<file path="src/common/apmdc_pkg.sv">
// Shared constants, modes and pin-mode decode for the auxiliary pin mux block
package apmdc_pkg;

    localparam int ADDR_W = 8;
    localparam int DATA_W = 8;

    // Register offsets
    localparam logic [7:0] ADDR_SMI_EN2      = 8'hb5;
    localparam logic [7:0] ADDR_PIN_MUX      = 8'hc0;
    localparam logic [7:0] ADDR_FORCE_CHG    = 8'hc1;
    localparam logic [7:0] ADDR_RATE_SHADOW  = 8'hc2;
    localparam logic [7:0] ADDR_U1_FCR       = 8'hc3;
    localparam logic [7:0] ADDR_U2_FCR       = 8'hc4;
    localparam logic [7:0] ADDR_ADDR_QUAL    = 8'hd0;

    // Field positions
    localparam int PMX_DMA3_BIT   = 1;
    localparam int PMX_SERIRQ_BIT = 2;
    localparam int PMX_KBC_BIT    = 3;
    localparam int SMI_IRQ10_BIT  = 7;
    localparam int QUAL_FULL_BIT  = 6;
    localparam int FORCE0_BIT     = 0;
    localparam int FORCE1_BIT     = 1;

    // Implemented-bit masks; reserved bits read as zero
    localparam logic [7:0] PIN_MUX_MASK = 8'h1f;
    localparam logic [7:0] FORCE_MASK   = 8'h03;
    localparam logic [7:0] RATE_MASK    = 8'hdf;
    localparam logic [7:0] FCR_MASK     = 8'hcf;
    localparam logic [7:0] SMI_EN2_MASK = 8'h87;
    localparam logic [7:0] QUAL_MASK    = 8'h40;

    // Reset values
    localparam logic [7:0] PIN_MUX_RST  = 8'h06;
    localparam logic [7:0] FORCE_RST    = 8'h03;
    localparam logic [7:0] SHADOW_RST   = 8'h00;
    localparam logic [7:0] SMI_EN2_RST  = 8'h00;
    localparam logic [7:0] QUAL_RST     = 8'h00;
    localparam logic [7:0] RD_UNMAPPED  = 8'h00;

    // Pin input synchroniser lanes
    localparam int SYN_W     = 10;
    localparam int SYN_STEP  = 0;
    localparam int SYN_DS0   = 1;
    localparam int SYN_DS1   = 2;
    localparam int SYN_DCHG  = 3;
    localparam int SYN_RTS   = 4;
    localparam int SYN_CTS   = 5;
    localparam int SYN_DTR   = 6;
    localparam int SYN_DSR   = 7;
    localparam int SYN_DCD   = 8;
    localparam int SYN_RI    = 9;
    localparam logic [SYN_W-1:0] SYN_RST = 10'h3ff;

    typedef enum logic [1:0] {
        MODE_MODEM = 2'b00,
        MODE_IRQ   = 2'b01,
        MODE_ALT   = 2'b10,
        MODE_RSVD  = 2'b11
    } apmdc_mode_e;

    // Alternate select off: modem or IRQ; on: alternate function or reserved
    function automatic apmdc_mode_e apmdc_pin_mode(input logic alt_sel,
                                                   input logic serirq_sel);
        if (!alt_sel) begin
            return serirq_sel ? MODE_MODEM : MODE_IRQ;
        end
        return serirq_sel ? MODE_ALT : MODE_RSVD;
    endfunction

endpackage

</file>
<file path="src/apmdc_sync.sv">
// Two-flop synchroniser for asynchronous pin inputs
`timescale 1ns/1ps
module apmdc_sync #(
    parameter int              WIDTH = 1,
    parameter logic [WIDTH-1:0] RST  = '0
) (
    // Clock and reset
    input  wire logic             clk,
    input  wire logic             arst_n,
    // Data
    input  wire logic [WIDTH-1:0] d,
    output logic      [WIDTH-1:0] q
);

    logic [WIDTH-1:0] meta_r;

    // First stage feeds only the second stage
    always_ff @(posedge clk or negedge arst_n) begin
        if (!arst_n) begin
            meta_r <= RST;
            q      <= RST;
        end else begin
            meta_r <= d;
            q      <= meta_r;
        end
    end

endmodule

</file>
<file path="src/apmdc_top.sv">
// Auxiliary I/O: force disk change flags, shadow registers and modem pin muxes
//
// Notes on behaviour
// - Software writes one set force flags only
// - Step with drive one selected clears flag one
// - Step with drive zero selected clears flag zero
// - Disk changed status combines selects, flags, input
// - Read-only copy of floppy data-rate write
// - Readable copies of both UART FIFO control writes
// - Request-to-send pin: modem, IRQ5 or SA12
// - Clear-to-send pin: modem, IRQ6 or SA13
// - Terminal-ready pin: modem, IRQ7 or SA14
// - Set-ready pin: modem, IRQ10 or SA15
// - Set-ready IRQ carries IRQ10 or management interrupt
// - Carrier-detect pin: modem, IRQ11 or keyboard bit2
// - Ring pin: modem, IRQ12 or keyboard bit6
// - DMA3 request pin: request or keyboard bit2
//
// Implementation choice: strobed register access.
`timescale 1ns/1ps
module apmdc_top
    import apmdc_pkg::*;
(
    // Clock and reset
    input  wire logic              clk,
    input  wire logic              arst_n,
    // Register port
    input  wire logic [ADDR_W-1:0] reg_addr,
    input  wire logic [DATA_W-1:0] reg_wdata,
    input  wire logic              reg_wr,
    input  wire logic              reg_rd,
    output logic      [DATA_W-1:0] reg_rdata,
    // Shadow capture from floppy and UART write paths
    input  wire logic              fdc_rate_wr,
    input  wire logic [DATA_W-1:0] fdc_rate_data,
    input  wire logic              uart1_fcr_wr,
    input  wire logic [DATA_W-1:0] uart1_fcr_data,
    input  wire logic              uart2_fcr_wr,
    input  wire logic [DATA_W-1:0] uart2_fcr_data,
    // Floppy pins and status
    input  wire logic              step_pulse_n,
    input  wire logic              drive0_select_n,
    input  wire logic              drive1_select_n,
    input  wire logic              disk_changed_input_n,
    output logic                   disk_changed_status,
    // Internal sources for the muxed pins
    input  wire logic              uart2_rts_n,
    input  wire logic              uart2_dtr_n,
    input  wire logic              irq5,
    input  wire logic              irq6,
    input  wire logic              irq7,
    input  wire logic              irq10,
    input  wire logic              irq11,
    input  wire logic              irq12,
    input  wire logic              dma3_req,
    input  wire logic              kbc_port_bit2,
    input  wire logic              kbc_port_bit6,
    input  wire logic              system_mgmt_irq_n,
    // Internal results of the muxed pins
    output logic                   uart2_cts_n,
    output logic                   uart2_dsr_n,
    output logic                   uart2_dcd_n,
    output logic                   uart2_ri_n,
    output logic                   sa12,
    output logic                   sa13,
    output logic                   sa14,
    output logic                   sa15,
    // Request-to-send pin
    input  wire logic              uart2_request_to_send_pin_in,
    output logic                   uart2_request_to_send_pin_out,
    output logic                   uart2_request_to_send_pin_oe,
    // Clear-to-send pin
    input  wire logic              uart2_clear_to_send_pin_in,
    output logic                   uart2_clear_to_send_pin_out,
    output logic                   uart2_clear_to_send_pin_oe,
    // Terminal-ready pin
    input  wire logic              uart2_terminal_ready_pin_in,
    output logic                   uart2_terminal_ready_pin_out,
    output logic                   uart2_terminal_ready_pin_oe,
    // Set-ready pin
    input  wire logic              uart2_set_ready_pin_in,
    output logic                   uart2_set_ready_pin_out,
    output logic                   uart2_set_ready_pin_oe,
    // Carrier-detect pin
    input  wire logic              uart2_carrier_detect_pin_in,
    output logic                   uart2_carrier_detect_pin_out,
    output logic                   uart2_carrier_detect_pin_oe,
    // Ring-indicator pin
    input  wire logic              uart2_ring_indicator_pin_in,
    output logic                   uart2_ring_indicator_pin_out,
    output logic                   uart2_ring_indicator_pin_oe,
    // DMA3 request pin
    output logic                   dma3_request_pin
);

    logic [7:0]       pin_mux_r;
    logic [7:0]       force_r;
    logic [7:0]       rate_shadow_r;
    logic [7:0]       u1_fcr_r;
    logic [7:0]       u2_fcr_r;
    logic [7:0]       smi_en2_r;
    logic [7:0]       qual_r;
    logic [SYN_W-1:0] syn;
    logic             step_d_r;
    logic             step_fall;
    logic             set0;
    logic             set1;
    logic             clr0;
    logic             clr1;
    logic             wr_force;
    apmdc_mode_e      mode_a;
    apmdc_mode_e      mode_b;
    logic [5:0]       pin_out_nxt;
    logic [5:0]       pin_oe_nxt;
    logic [7:0]       int_nxt;
    logic             dma3_nxt;
    logic             dchg_nxt;
    logic [7:0]       rdata_nxt;

    apmdc_sync #(
        .WIDTH (SYN_W),
        .RST   (SYN_RST)
    ) u_sync (
        .clk    (clk),
        .arst_n (arst_n),
        .d      ({uart2_ring_indicator_pin_in, uart2_carrier_detect_pin_in,
                  uart2_set_ready_pin_in, uart2_terminal_ready_pin_in,
                  uart2_clear_to_send_pin_in, uart2_request_to_send_pin_in,
                  disk_changed_input_n, drive1_select_n, drive0_select_n,
                  step_pulse_n}),
        .q      (syn)
    );

    // Configuration registers written by software
    always_ff @(posedge clk or negedge arst_n) begin
        if (!arst_n) begin
            pin_mux_r <= PIN_MUX_RST;
            smi_en2_r <= SMI_EN2_RST;
            qual_r    <= QUAL_RST;
        end else if (reg_wr) begin
            if (reg_addr == ADDR_PIN_MUX) begin
                pin_mux_r <= reg_wdata & PIN_MUX_MASK;
            end else if (reg_addr == ADDR_SMI_EN2) begin
                smi_en2_r <= reg_wdata & SMI_EN2_MASK;
            end else if (reg_addr == ADDR_ADDR_QUAL) begin
                qual_r <= reg_wdata & QUAL_MASK;
            end
        end
    end

    // Step edge seen on the synchronised level, never on the first stage
    always_ff @(posedge clk or negedge arst_n) begin
        if (!arst_n) begin
            step_d_r <= 1'b1;
        end else begin
            step_d_r <= syn[SYN_STEP];
        end
    end

    assign step_fall = step_d_r && !syn[SYN_STEP];
    assign wr_force  = reg_wr && (reg_addr == ADDR_FORCE_CHG);
    assign set0      = wr_force && reg_wdata[FORCE0_BIT];
    assign set1      = wr_force && reg_wdata[FORCE1_BIT];
    assign clr0      = step_fall && !syn[SYN_DS0];
    assign clr1      = step_fall && !syn[SYN_DS1];

    // Set beats a simultaneous step clear so a software force is never lost
    always_ff @(posedge clk or negedge arst_n) begin
        if (!arst_n) begin
            force_r <= FORCE_RST;
        end else begin
            if (set0) begin
                force_r[FORCE0_BIT] <= 1'b1;
            end else if (clr0) begin
                force_r[FORCE0_BIT] <= 1'b0;
            end
            if (set1) begin
                force_r[FORCE1_BIT] <= 1'b1;
            end else if (clr1) begin
                force_r[FORCE1_BIT] <= 1'b0;
            end
        end
    end

    always_ff @(posedge clk or negedge arst_n) begin
        if (!arst_n) begin
            rate_shadow_r <= SHADOW_RST;
        end else if (fdc_rate_wr) begin
            rate_shadow_r <= fdc_rate_data & RATE_MASK;
        end
    end

    always_ff @(posedge clk or negedge arst_n) begin
        if (!arst_n) begin
            u1_fcr_r <= SHADOW_RST;
            u2_fcr_r <= SHADOW_RST;
        end else begin
            if (uart1_fcr_wr) begin
                u1_fcr_r <= uart1_fcr_data & FCR_MASK;
            end
            if (uart2_fcr_wr) begin
                u2_fcr_r <= uart2_fcr_data & FCR_MASK;
            end
        end
    end

    // Read decode; unmapped offsets answer zero
    always_comb begin
        if (reg_addr == ADDR_PIN_MUX) begin
            rdata_nxt = pin_mux_r;
        end else if (reg_addr == ADDR_FORCE_CHG) begin
            rdata_nxt = force_r & FORCE_MASK;
        end else if (reg_addr == ADDR_RATE_SHADOW) begin
            rdata_nxt = rate_shadow_r;
        end else if (reg_addr == ADDR_U1_FCR) begin
            rdata_nxt = u1_fcr_r;
        end else if (reg_addr == ADDR_U2_FCR) begin
            rdata_nxt = u2_fcr_r;
        end else if (reg_addr == ADDR_SMI_EN2) begin
            rdata_nxt = smi_en2_r;
        end else if (reg_addr == ADDR_ADDR_QUAL) begin
            rdata_nxt = qual_r;
        end else begin
            rdata_nxt = RD_UNMAPPED;
        end
    end

    always_ff @(posedge clk or negedge arst_n) begin
        if (!arst_n) begin
            reg_rdata <= RD_UNMAPPED;
        end else if (reg_rd) begin
            reg_rdata <= rdata_nxt;
        end else begin
            reg_rdata <= RD_UNMAPPED;
        end
    end

    // Modes follow the live configuration bits
    assign mode_a = apmdc_pin_mode(qual_r[QUAL_FULL_BIT], pin_mux_r[PMX_SERIRQ_BIT]);
    assign mode_b = apmdc_pin_mode(pin_mux_r[PMX_KBC_BIT], pin_mux_r[PMX_SERIRQ_BIT]);

    // Pin order in vectors: rts, cts, dtr, dsr, dcd, ri
    // Internal order: cts_n, dsr_n, dcd_n, ri_n, sa12..sa15
    always_comb begin
        pin_out_nxt = 6'h00;
        pin_oe_nxt  = 6'h00;
        int_nxt     = 8'h0f;
        case (mode_a)
            MODE_MODEM: begin pin_out_nxt[0] = uart2_rts_n; pin_oe_nxt[0] = 1'b1; end
            MODE_IRQ:   begin pin_out_nxt[0] = irq5;        pin_oe_nxt[0] = 1'b1; end
            MODE_ALT:   int_nxt[4] = syn[SYN_RTS];
            default:    pin_oe_nxt[0] = 1'b0;
        endcase
        case (mode_a)
            MODE_MODEM: int_nxt[0] = syn[SYN_CTS];
            MODE_IRQ:   begin pin_out_nxt[1] = irq6; pin_oe_nxt[1] = 1'b1; end
            MODE_ALT:   int_nxt[5] = syn[SYN_CTS];
            default:    pin_oe_nxt[1] = 1'b0;
        endcase
        case (mode_a)
            MODE_MODEM: begin pin_out_nxt[2] = uart2_dtr_n; pin_oe_nxt[2] = 1'b1; end
            MODE_IRQ:   begin pin_out_nxt[2] = irq7;        pin_oe_nxt[2] = 1'b1; end
            MODE_ALT:   int_nxt[6] = syn[SYN_DTR];
            default:    pin_oe_nxt[2] = 1'b0;
        endcase
        case (mode_a)
            MODE_MODEM: int_nxt[1] = syn[SYN_DSR];
            MODE_IRQ: begin
                pin_out_nxt[3] = smi_en2_r[SMI_IRQ10_BIT] ? !system_mgmt_irq_n : irq10;
                pin_oe_nxt[3]  = 1'b1;
            end
            MODE_ALT:   int_nxt[7] = syn[SYN_DSR];
            default:    pin_oe_nxt[3] = 1'b0;
        endcase
        case (mode_b)
            MODE_MODEM: int_nxt[2] = syn[SYN_DCD];
            MODE_IRQ:   begin pin_out_nxt[4] = irq11;         pin_oe_nxt[4] = 1'b1; end
            MODE_ALT:   begin pin_out_nxt[4] = kbc_port_bit2; pin_oe_nxt[4] = 1'b1; end
            default:    pin_oe_nxt[4] = 1'b0;
        endcase
        case (mode_b)
            MODE_MODEM: int_nxt[3] = syn[SYN_RI];
            MODE_IRQ:   begin pin_out_nxt[5] = irq12;         pin_oe_nxt[5] = 1'b1; end
            MODE_ALT:   begin pin_out_nxt[5] = kbc_port_bit6; pin_oe_nxt[5] = 1'b1; end
            default:    pin_oe_nxt[5] = 1'b0;
        endcase
    end

    assign dma3_nxt = pin_mux_r[PMX_DMA3_BIT] ? dma3_req : kbc_port_bit2;

    assign dchg_nxt = (syn[SYN_DS0] && force_r[FORCE0_BIT]) ||
                      (syn[SYN_DS1] && force_r[FORCE1_BIT]) || syn[SYN_DCHG];

    // All pin and status outputs registered; one cycle after a config write
    always_ff @(posedge clk or negedge arst_n) begin
        if (!arst_n) begin
            {uart2_ring_indicator_pin_out, uart2_carrier_detect_pin_out,
             uart2_set_ready_pin_out, uart2_terminal_ready_pin_out,
             uart2_clear_to_send_pin_out, uart2_request_to_send_pin_out} <= 6'h00;
            {uart2_ring_indicator_pin_oe, uart2_carrier_detect_pin_oe,
             uart2_set_ready_pin_oe, uart2_terminal_ready_pin_oe,
             uart2_clear_to_send_pin_oe, uart2_request_to_send_pin_oe} <= 6'h00;
            {sa15, sa14, sa13, sa12, uart2_ri_n, uart2_dcd_n,
             uart2_dsr_n, uart2_cts_n} <= 8'h0f;
            dma3_request_pin    <= 1'b0;
            disk_changed_status <= 1'b1;
        end else begin
            {uart2_ring_indicator_pin_out, uart2_carrier_detect_pin_out,
             uart2_set_ready_pin_out, uart2_terminal_ready_pin_out,
             uart2_clear_to_send_pin_out, uart2_request_to_send_pin_out} <= pin_out_nxt;
            {uart2_ring_indicator_pin_oe, uart2_carrier_detect_pin_oe,
             uart2_set_ready_pin_oe, uart2_terminal_ready_pin_oe,
             uart2_clear_to_send_pin_oe, uart2_request_to_send_pin_oe} <= pin_oe_nxt;
            {sa15, sa14, sa13, sa12, uart2_ri_n, uart2_dcd_n,
             uart2_dsr_n, uart2_cts_n} <= int_nxt;
            dma3_request_pin    <= dma3_nxt;
            disk_changed_status <= dchg_nxt;
        end
    end
endmodule

</file>
<file path="config.mk">
export PLATFORM = sky130hd
export DESIGN_NAME = apmdc_top
export DESIGN_NICKNAME = d
export VERILOG_FILES = /design/src/common/apmdc_pkg.sv /design/src/apmdc_sync.sv /design/src/apmdc_top.sv
export SDC_FILE = /design/constraint.sdc
export NUM_CORES = 1
export LEC_CHECK = 0
export BUFFER_PORTS_ARGS = -buffer_cell sky130_fd_sc_hd__buf_4
export CORE_MARGIN = 4
export CORE_UTILIZATION = 45
export DETAILED_ROUTE_END_ITERATION = 12
export GPL_TIMING_DRIVEN = 0
export PLACE_DENSITY = 0.78
export SLEW_MARGIN = 20
export SYNTH_ARGS = -nofsm -noshare
export SYNTH_HDL_FRONTEND = slang
export SYNTH_HIERARCHICAL = 1
export SYNTH_SLANG_ARGS = --single-unit
</file>
<file path="constraint.sdc">
create_clock -name clk -period 1.3 [get_ports clk]
set_input_delay 0.13 -clock clk [delete_from_list [all_inputs] [get_ports clk]]
set_output_delay 0.13 -clock clk [all_outputs]
set_load 0.05 [all_outputs]
</file>
# Word-level counts from Yosys, hierarchy flattened
# Cells that the tools add are included.
[word_totals]
regBits = 79
inputBits = 69
output_inout_bits = 30
wordCells = 102
[op_classes]
n_eq_ne = 11
mux = 35
bitwise = 2
n_reduce_logical = 23
[op_table]
columns = ["operator", "count"]
rows = [
  ["8-bit equality test (second input constant)", 7],
  ["8-bit 2-to-1 mux", 7],
  ["1-bit 2-to-1 mux", 21],
  ["1-bit logical AND", 8],
  ["1-bit case mux with 2 select lines", 4],
  ["7-bit 2-to-1 mux", 1],
  ["2-bit by 1-bit equality test with 1-bit output (second input constant)", 2],
  ["2-bit equality test (second input constant)", 2],
  ["1-bit zero test", 4],
  ["2-bit zero test", 2],
  ["2-bit 2-to-1 mux", 2],
  ["4-bit AND reduction", 1],
  ["2-bit nonzero test", 2],
  ["2-bit OR reduction", 2],
  ["3-bit AND reduction", 1],
  ["1-bit logical OR", 2],
  ["1-bit NOT", 2],
  ["2-bit AND reduction", 1],
]

# Longest topological paths before layout
# Gate-level depths: netlist of the first run.
[depth]
depth_word = 9
mapped_depth = 6
ltp_nobuf = 4

# Modules after synthesis
# Netlist of the first run, hierarchy kept.
[modules_own_cells]
columns = ["mod", "n_inst", "cells_per_inst", "area_per_inst_um2", "seq_area_each_um2"]
rows = [
  ["apmdc_top", 1, 195, 2571.2, 1463.9],
  ["apmdc_sync", 1, 20, 525.5, 525.5],
]

# Worst setup path after synthesis of the first run
# OpenSTA, ideal clock, no wires.
[synth_timing]
kind = "input to register"
from = "in reg_addr[3]"
to = "reg smi_en2_r[0]"
setup_time_ns = 0.125
arrival_time_ns = 1.139
required_ns = 1.175
slack_ns = 0.036
stages = 4
n_path_buf = 1
path_cell_list = "clkbuf_1 > nor4_4 > nand2_4 > mux2_4"
[synth_between]
elab_chain_len = 3
elab_cells_between_ends = 4
classes_between = "eq/ne: 2; bitwise: 1; reduce/logical: 1"
[synth_lines]
columns = ["element", "line", "rtl"]
rows = [
  ["from (decl)", "apmdc_top.sv:28", "input wire logic [ADDR_W-1:0] reg_addr,"],
  ["8-bit equality test", "apmdc_top.sv:141", "if (reg_addr == ADDR_PIN_MUX) begin"],
  ["1-bit NOT (no source line)", "n/a", ""],
  ["3-bit AND reduction (no source line) (*)", "n/a", ""],
  ["to (signal assigned)", "apmdc_top.sv:144", "smi_en2_r <= reg_wdata & SMI_EN2_MASK;"],
  ["to (decl)", "apmdc_top.sv:101", "logic [7:0] smi_en2_r;"],
]
# Every way passes the cells marked *; elsewhere a longest branch is shown, timed or not.
# A chain may end at the register's enable or synchronous reset.

# Worst setup path after layout of the first run
[layout_timing]
from = "reg pin_mux_r[2]"
to = "reg reg_rdata[2]"
[layout_between]
elab_chain_len = 2
[layout_lines]
columns = ["element", "line", "rtl"]
rows = [
  ["from (decl)", "apmdc_top.sv:96", "logic [7:0] pin_mux_r;"],
  ["from (signal assigned)", "apmdc_top.sv:142", "pin_mux_r <= reg_wdata & PIN_MUX_MASK;"],
  ["8-bit 2-to-1 mux", "apmdc_top.sv:209", "if (reg_addr == ADDR_PIN_MUX) begin"],
  ["8-bit 2-to-1 mux", "apmdc_top.sv:231", "end else if (reg_rd) begin"],
  ["to (signal assigned)", "apmdc_top.sv:232", "reg_rdata <= rdata_nxt;"],
  ["to (decl)", "apmdc_top.sv:32", "output logic [DATA_W-1:0] reg_rdata,"],
]
# No other way between the ends.

==> results of run 1 <==
-- layout make-up --
type                    count  area (um2)  area share [%]
flip-flops and latches     78        1990            47.3
clock buffers              12         145            3.45
multi-input cells         118        1020            24.4
clock inverters             4        23.8           0.565
inverters                   5        18.8           0.446
well taps                  77        96.3            2.29
repair buffers            105         836            19.9
plain buffers              14        73.8            1.75
-- power by group through the flow --
stage / clock, mW / combinational (mW) / sequential (mW)
after floorplan: 0 / 0.258 / 2.79
after global placement: 0 / 0.645 / 2.71
after detailed placement: 0 / 0.659 / 2.71
after CTS: 1.62 / 0.693 / 2.67
after global routing: 1.74 / 0.758 / 2.69
final: 1.57 / 0.702 / 2.67
-- repair_timing --
| item | 4_1_cts | 5_1_grt |
|---|---|---|
| hold endpoints to repair | 60 | 6 |
| gates resized for setup | 2 | 3 |
| hold buffers | 13 | 6 |
| pin swaps | 0 | 1 |
| setup endpoints to repair | 4 | 1 |
| setup buffers | 0 | 0 |
-- synthesized netlist by cell type (2+ instances only) --
cell type	number
nor2_1	15
nand4_1	2
mux2i_1	8
buf_1	2
and3_1	4
or3b_2	2
nand2b_1	5
a22oi_1	4
nand2_1	2
a222oi_1	2
mux2_2	27
buf_4	4
buf_2	2
inv_1	5
clkbuf_1	6
dfrtp_1	48
dfstp_2	30
a221oi_1	2
nor3_1	2
mux2_4	4
nand3b_1	2
nand3_1	2
a22o_1	2
ha_1	3
nor2b_1	2
or3_1	3
o21ai_0	6
a32oi_1	3
-- kinds of logic after synthesis --
kind of cell             share of synthesized area, %
AND/OR/NAND/NOR                                  11.4
buffers and inverters                            2.87
adder cells (fa/ha/maj)                          1.21
multiplexers                                     14.3
other                                           0.121
flip-flops                                       64.2
AO/OA/AOI/OAI                                    5.82
-- worst register-to-register path: stages, from the launching register on --
cell	delay, ns
dfstp_2	0.57
buf_4	0.19
a32oi_1	0.13
a221oi_2	0.25
-- registers in the layout (all words and copies together), names as in the netlist, 2 cells and up --
| signal | flops |
|---|---|
| u_sync/q | 10 |
| pin_mux_r | 5 |
| rate_shadow_r | 7 |
| u_sync/meta_r | 10 |
| force_r | 2 |
| u1_fcr_r | 6 |
| u2_fcr_r | 6 |
| smi_en2_r | 4 |
| reg_rdata | 7 |
-- layer usage --
metal  GRT usage (%)  wire length, um  vias up
met2            27.0             3340       70
met4            6.03               93        0
li1                -                -      991
met5               0                0        -
met1            21.0             2810     1036
met3            5.21              389        8
-- final timing paths --
path,cells after the start,endpoint
max,3,reg_rdata[2]
min,2,u1_fcr_r[6]
max reg2reg,3,reg_rdata[2]
min reg2reg,0,u_sync/q[0]
max in group asynchronous,2,reg_rdata[4]
min in group asynchronous,2,rate_shadow_r[6]
==> reports/results.txt, run 1 <==
Outcome: completed
Critical Path AT: 1.47 ns
Net Sw Frac: 25.7%
Clk pin slew, worst setup/hold paths: 0.08 ns
Final worst slack: 0.0777 ns
Die W: 91.0 um
Post-DR wirelength/cell: 16.1 um
Diode count: 0
Fin. max-slew vios: 0
Initial DRC Count: 131
Final cell count without fillers: 413
Hold Crit Class: input pin to flop
Initial antenna violation count: 0
Layout fillers: 491
Syn Area/Cell: 14.4 um2
Unrepaired setup endpoints after global routing: false
Detailed Place HPWL: 4.83 mm
Psw: 1.27 mW
Largest net degree at the start of global routing: 79
Final Skew: 0.00932 ns
Vias per inst: 5.10
Synth Warn #: 6
Commonest non-fill, non-tap cell in the layout: buf_4
Top_reg_cell synth: dfrtp_1
Crit-path slowest cell: dfstp_2
Vias in the first global route: 2241
Core Footprint: 6530 um2
Kind of cell adding the most delay to the critical path: flip-flops
Placed inst area: 3840 um2
Setup tns final: 0 ns
MaxCap Viol Count: 0
DRC: 0
Ranking of synthesized cells by area: dfrtp_1, dfstp_2, mux2_2, mux2i_1, mux2_4
Async set-or-reset flop fraction in the synthesized netlist: 100%
Final period util: 94.0%
Row cnt: 29
Placed cells: 378
Dpl ws: -0.228 ns
Pwr Density: 1180 nW/um2
Nets@finish: 403
Post-Syn Nets: 287
Drt first pass iters: 4
Area Growth Syn to Fin: 35.9%
Boundary Pins: 99
Layout cells sized above 1: 53.3%
Post-synth top area cell: dfrtp_1
Worst hold path startpoint: uart1_fcr_data[6]
Crit. End Element: flop
FF-to-FF setup slack: 0.08 ns
Die area: 8270 um2
Max transition margin: 37.3%
WP buf/inv: 1
Cell count after synthesis: 215
Clock power frac: 31.8%
Commonest non-fill, non-tap cells in the layout: buf_4, dfrtp_1, dfstp_2
Startpoint class of the critical path: flop
Reg-to-reg startpoint: pin_mux_r[2]
Reg power frac: 54.0%
Routed WL: 6.63 mm
Top cell type's share of synthesized area: 38.8%
Pleak: 1.91 nW
Worst setup path class: flop to flop
# setup viols final: 0
Later-pin clock latency in the skew report: 0.34 ns
P_int: 3.68 mW
Worst Tran Pin Value: 0.940 ns
Register area share after synthesis: 64.2%
Yosys cell types: 44
CTS tree: done
Post-route design area: 4210 um2
First-pass GRT wire length: 10.8 mm
CTS Root Cell: clkbuf_8
Routability congestion estimate: 0.855
CTS sink cnt: 78
DR vias: 2105
Fmax: 0.818 GHz
Die Ht: 91.0 um
Total CTS buffers: 9
Clock buffer depth: 2
Total GRT Usage: 16.6%
CP peak stage delay: 0.57 ns
Starting density of the core: 47.4%
CTS HTree Levels: 3
Hold slack: 0.0168 ns
CP Launch Point: pin_mux_r[2]
Crit-path max FO: 10
Number of synthesized flops with an enable pin: 0
Yosys reg bits: 78
PortBufs: 86
Max rail drop VDD: 0.000631 V
Finished Core Util: 64.4%
Post-DRT Antenna Nets: 0
Total power: 4.94 mW
Mapped cell area: 3100 um2
Gate power share: 14.2%
Crit-path cells: buf_4 -> a32oi_1 -> a221oi_2
Min Tclk post-route: 1.22 ns
Total grt overflow: 0
Final Hold Fails: 0
Critical Path RT: 1.55 ns
No activity file was read; power rests on OpenSTA's default activity.
==> run 2: changes to the inputs <==
--- a/config.mk
+++ b/config.mk
@@ -7,10 +7,10 @@
 export LEC_CHECK = 0
 export BUFFER_PORTS_ARGS = -buffer_cell sky130_fd_sc_hd__buf_4
 export CORE_MARGIN = 4
-export CORE_UTILIZATION = 45
+export CORE_UTILIZATION = 50
 export DETAILED_ROUTE_END_ITERATION = 12
 export GPL_TIMING_DRIVEN = 0
-export PLACE_DENSITY = 0.78
+export PLACE_DENSITY = 0.82
 export SLEW_MARGIN = 20
 export SYNTH_ARGS = -nofsm -noshare
 export SYNTH_HDL_FRONTEND = slang
==> constraint.sdc (replaced) <==
create_clock -name clk -period 1.2 [get_ports clk]
set_input_delay 0.12 -clock clk [delete_from_list [all_inputs] [get_ports clk]]
set_output_delay 0.12 -clock clk [all_outputs]
set_load 0.05 [all_outputs]
==> reports/results.txt, run 2 (synthesis results as in run 1) <==
Outcome: complete, but fails checks
Failing checks: setup timing
Crit-path max FO: 4
Finished Core Util: 75.1%
Final period util: 104%
Post-route design area: 4480 um2
Unrepaired setup endpoints after global routing: true
CTS sink cnt: 78
Starting density of the core: 52.0%
Area Growth Syn to Fin: 44.5%
Worst Tran Pin Value: 0.665 ns
Detailed Place HPWL: 4.96 mm
First-pass GRT wire length: 11.4 mm
Vias per inst: 5.22
MaxCap Viol Count: 0
Die area: 7520 um2
Nets@finish: 423
Die Ht: 86.7 um
Clk pin slew, worst setup/hold paths: 0.08 ns
Commonest non-fill, non-tap cell in the layout: buf_4
Initial DRC Count: 136
Grt met1 use: 24.8%
CTS HTree Levels: 3
Met2 Usage GRT: 33.8%
Crit. End Element: flop
Die W: 86.7 um
Setup tns final: -0.0490 ns
CTS Root Cell: clkbuf_8
Row cnt: 28
Total GRT Usage: 20.0%
Commonest non-fill, non-tap cells in the layout: buf_4, dfrtp_1, dlygate4sd3_1
Largest net degree at the start of global routing: 79
DR vias: 2249
Total CTS buffers: 9
Worst setup path class: flop to flop
Fmax: 0.801 GHz
PortBufs: 86
# setup viols final: 1
Final Skew: 0.00750 ns
Fin. max-slew vios: 0
Routed WL: 6.94 mm
Layout cells sized above 1: 53.7%
Pwr Density: 1230 nW/um2
Drt first pass iters: 4
Startpoint class of the critical path: flop
Total power: 5.52 mW
Multi-input logic area: 1050 um2
Layout fillers: 375
Post-DR wirelength/cell: 16.1 um
Clock buffer depth: 2
Core Footprint: 5960 um2
Post-DRT Antenna Nets: 0
Later-pin clock latency in the skew report: 0.35 ns
Met3 usage: 5.13%
Total grt overflow: 0
Final Hold Fails: 0
Critical Path RT: 1.45 ns
Diode count: 0
Routability congestion estimate: 0.807
Max transition margin: 55.7%
Boundary Pins: 99
GR peak layer: met2
CTS tree: done
DRC: 0
Placed inst area: 3840 um2
Pleak: 2.03 nW
Final worst slack: -0.0490 ns
Dpl ws: -0.348 ns
Min Tclk post-route: 1.25 ns
Largest regs: u_sync/meta_r (10), u_sync/q (10)
Max rail drop VDD: 0.000872 V
Initial antenna violation count: 0
Hold Crit Class: input pin to flop
Register area: 1990 um2
Vias in the first global route: 2375
Critical Path AT: 1.49 ns
[run 2: final cells by class]
cell class                      instances  area share (%)
Buffer                                 14            1.87
Inverter                                5           0.419
Timing Repair Buffer                  125            23.7
Clock buffer                            9            2.77
Multi-Input combinational cell        118            23.4
Clock inverter                          7            1.29
Sequential cell                        78            44.5
Tap cell                               75            2.10
[run 2: what timing repair did]
item,CTS,global route
endpoints found under the setup margin,11,68
pin swaps,5,4
setup buffers,3,0
endpoints found under the hold margin,81,2
hold buffers,34,2
resized for setup,10,12
[run 2: metal layers]
layer	part of all wire, %	vias up
met4	1.6	0
met5	0	-
met1	40	1111
met2	52	87
met3	6.9	12
li1	-	1039
[run 2: stage by stage]
stage | std cells | hold WS [ns]
after floorplan | 215 | -0.176
after global placement | 376 | 0.229
after detailed placement | 376 | 0.229
after CTS | 429 | 0.000978
after global routing | 431 | 0.00172
final | 431 | 0.0119
[run 2: path summary, 6_finish.rpt]
| kind | from | endpoint | slack (ns) | cells after the start |
|---|---|---|---|---|
| max | pin_mux_r[2] | reg_rdata[2] | -0.05 | 4 |
| max reg2reg | pin_mux_r[2] | reg_rdata[2] | -0.05 | 4 |
| min in group asynchronous | arst_n | pin_mux_r[3] | 0.35 | 2 |
| min | uart2_fcr_data[2] | u2_fcr_r[2] | 0.01 | 2 |
| min reg2reg | u_sync/meta_r[4] | u_sync/q[4] | 0.35 | 0 |
| max in group asynchronous | arst_n | uart2_set_ready_pin_out | 0.40 | 2 |
[run 2: power breakdown]
group / switching (mW) / leakage [nW] / internal [mW]
Sequential: 0.0804 / 0.911 / 2.81
Combinational: 0.416 / 1.03 / 0.424
Clock: 1.01 / 0.0877 / 0.774
[run 2: worst max-delay path: stages, from the launching register on]
cell and delay, ns:
dfstp_2 0.57, inv_2 0.07, nor2_1 0.08, o22ai_1 0.12, a221oi_2 0.31
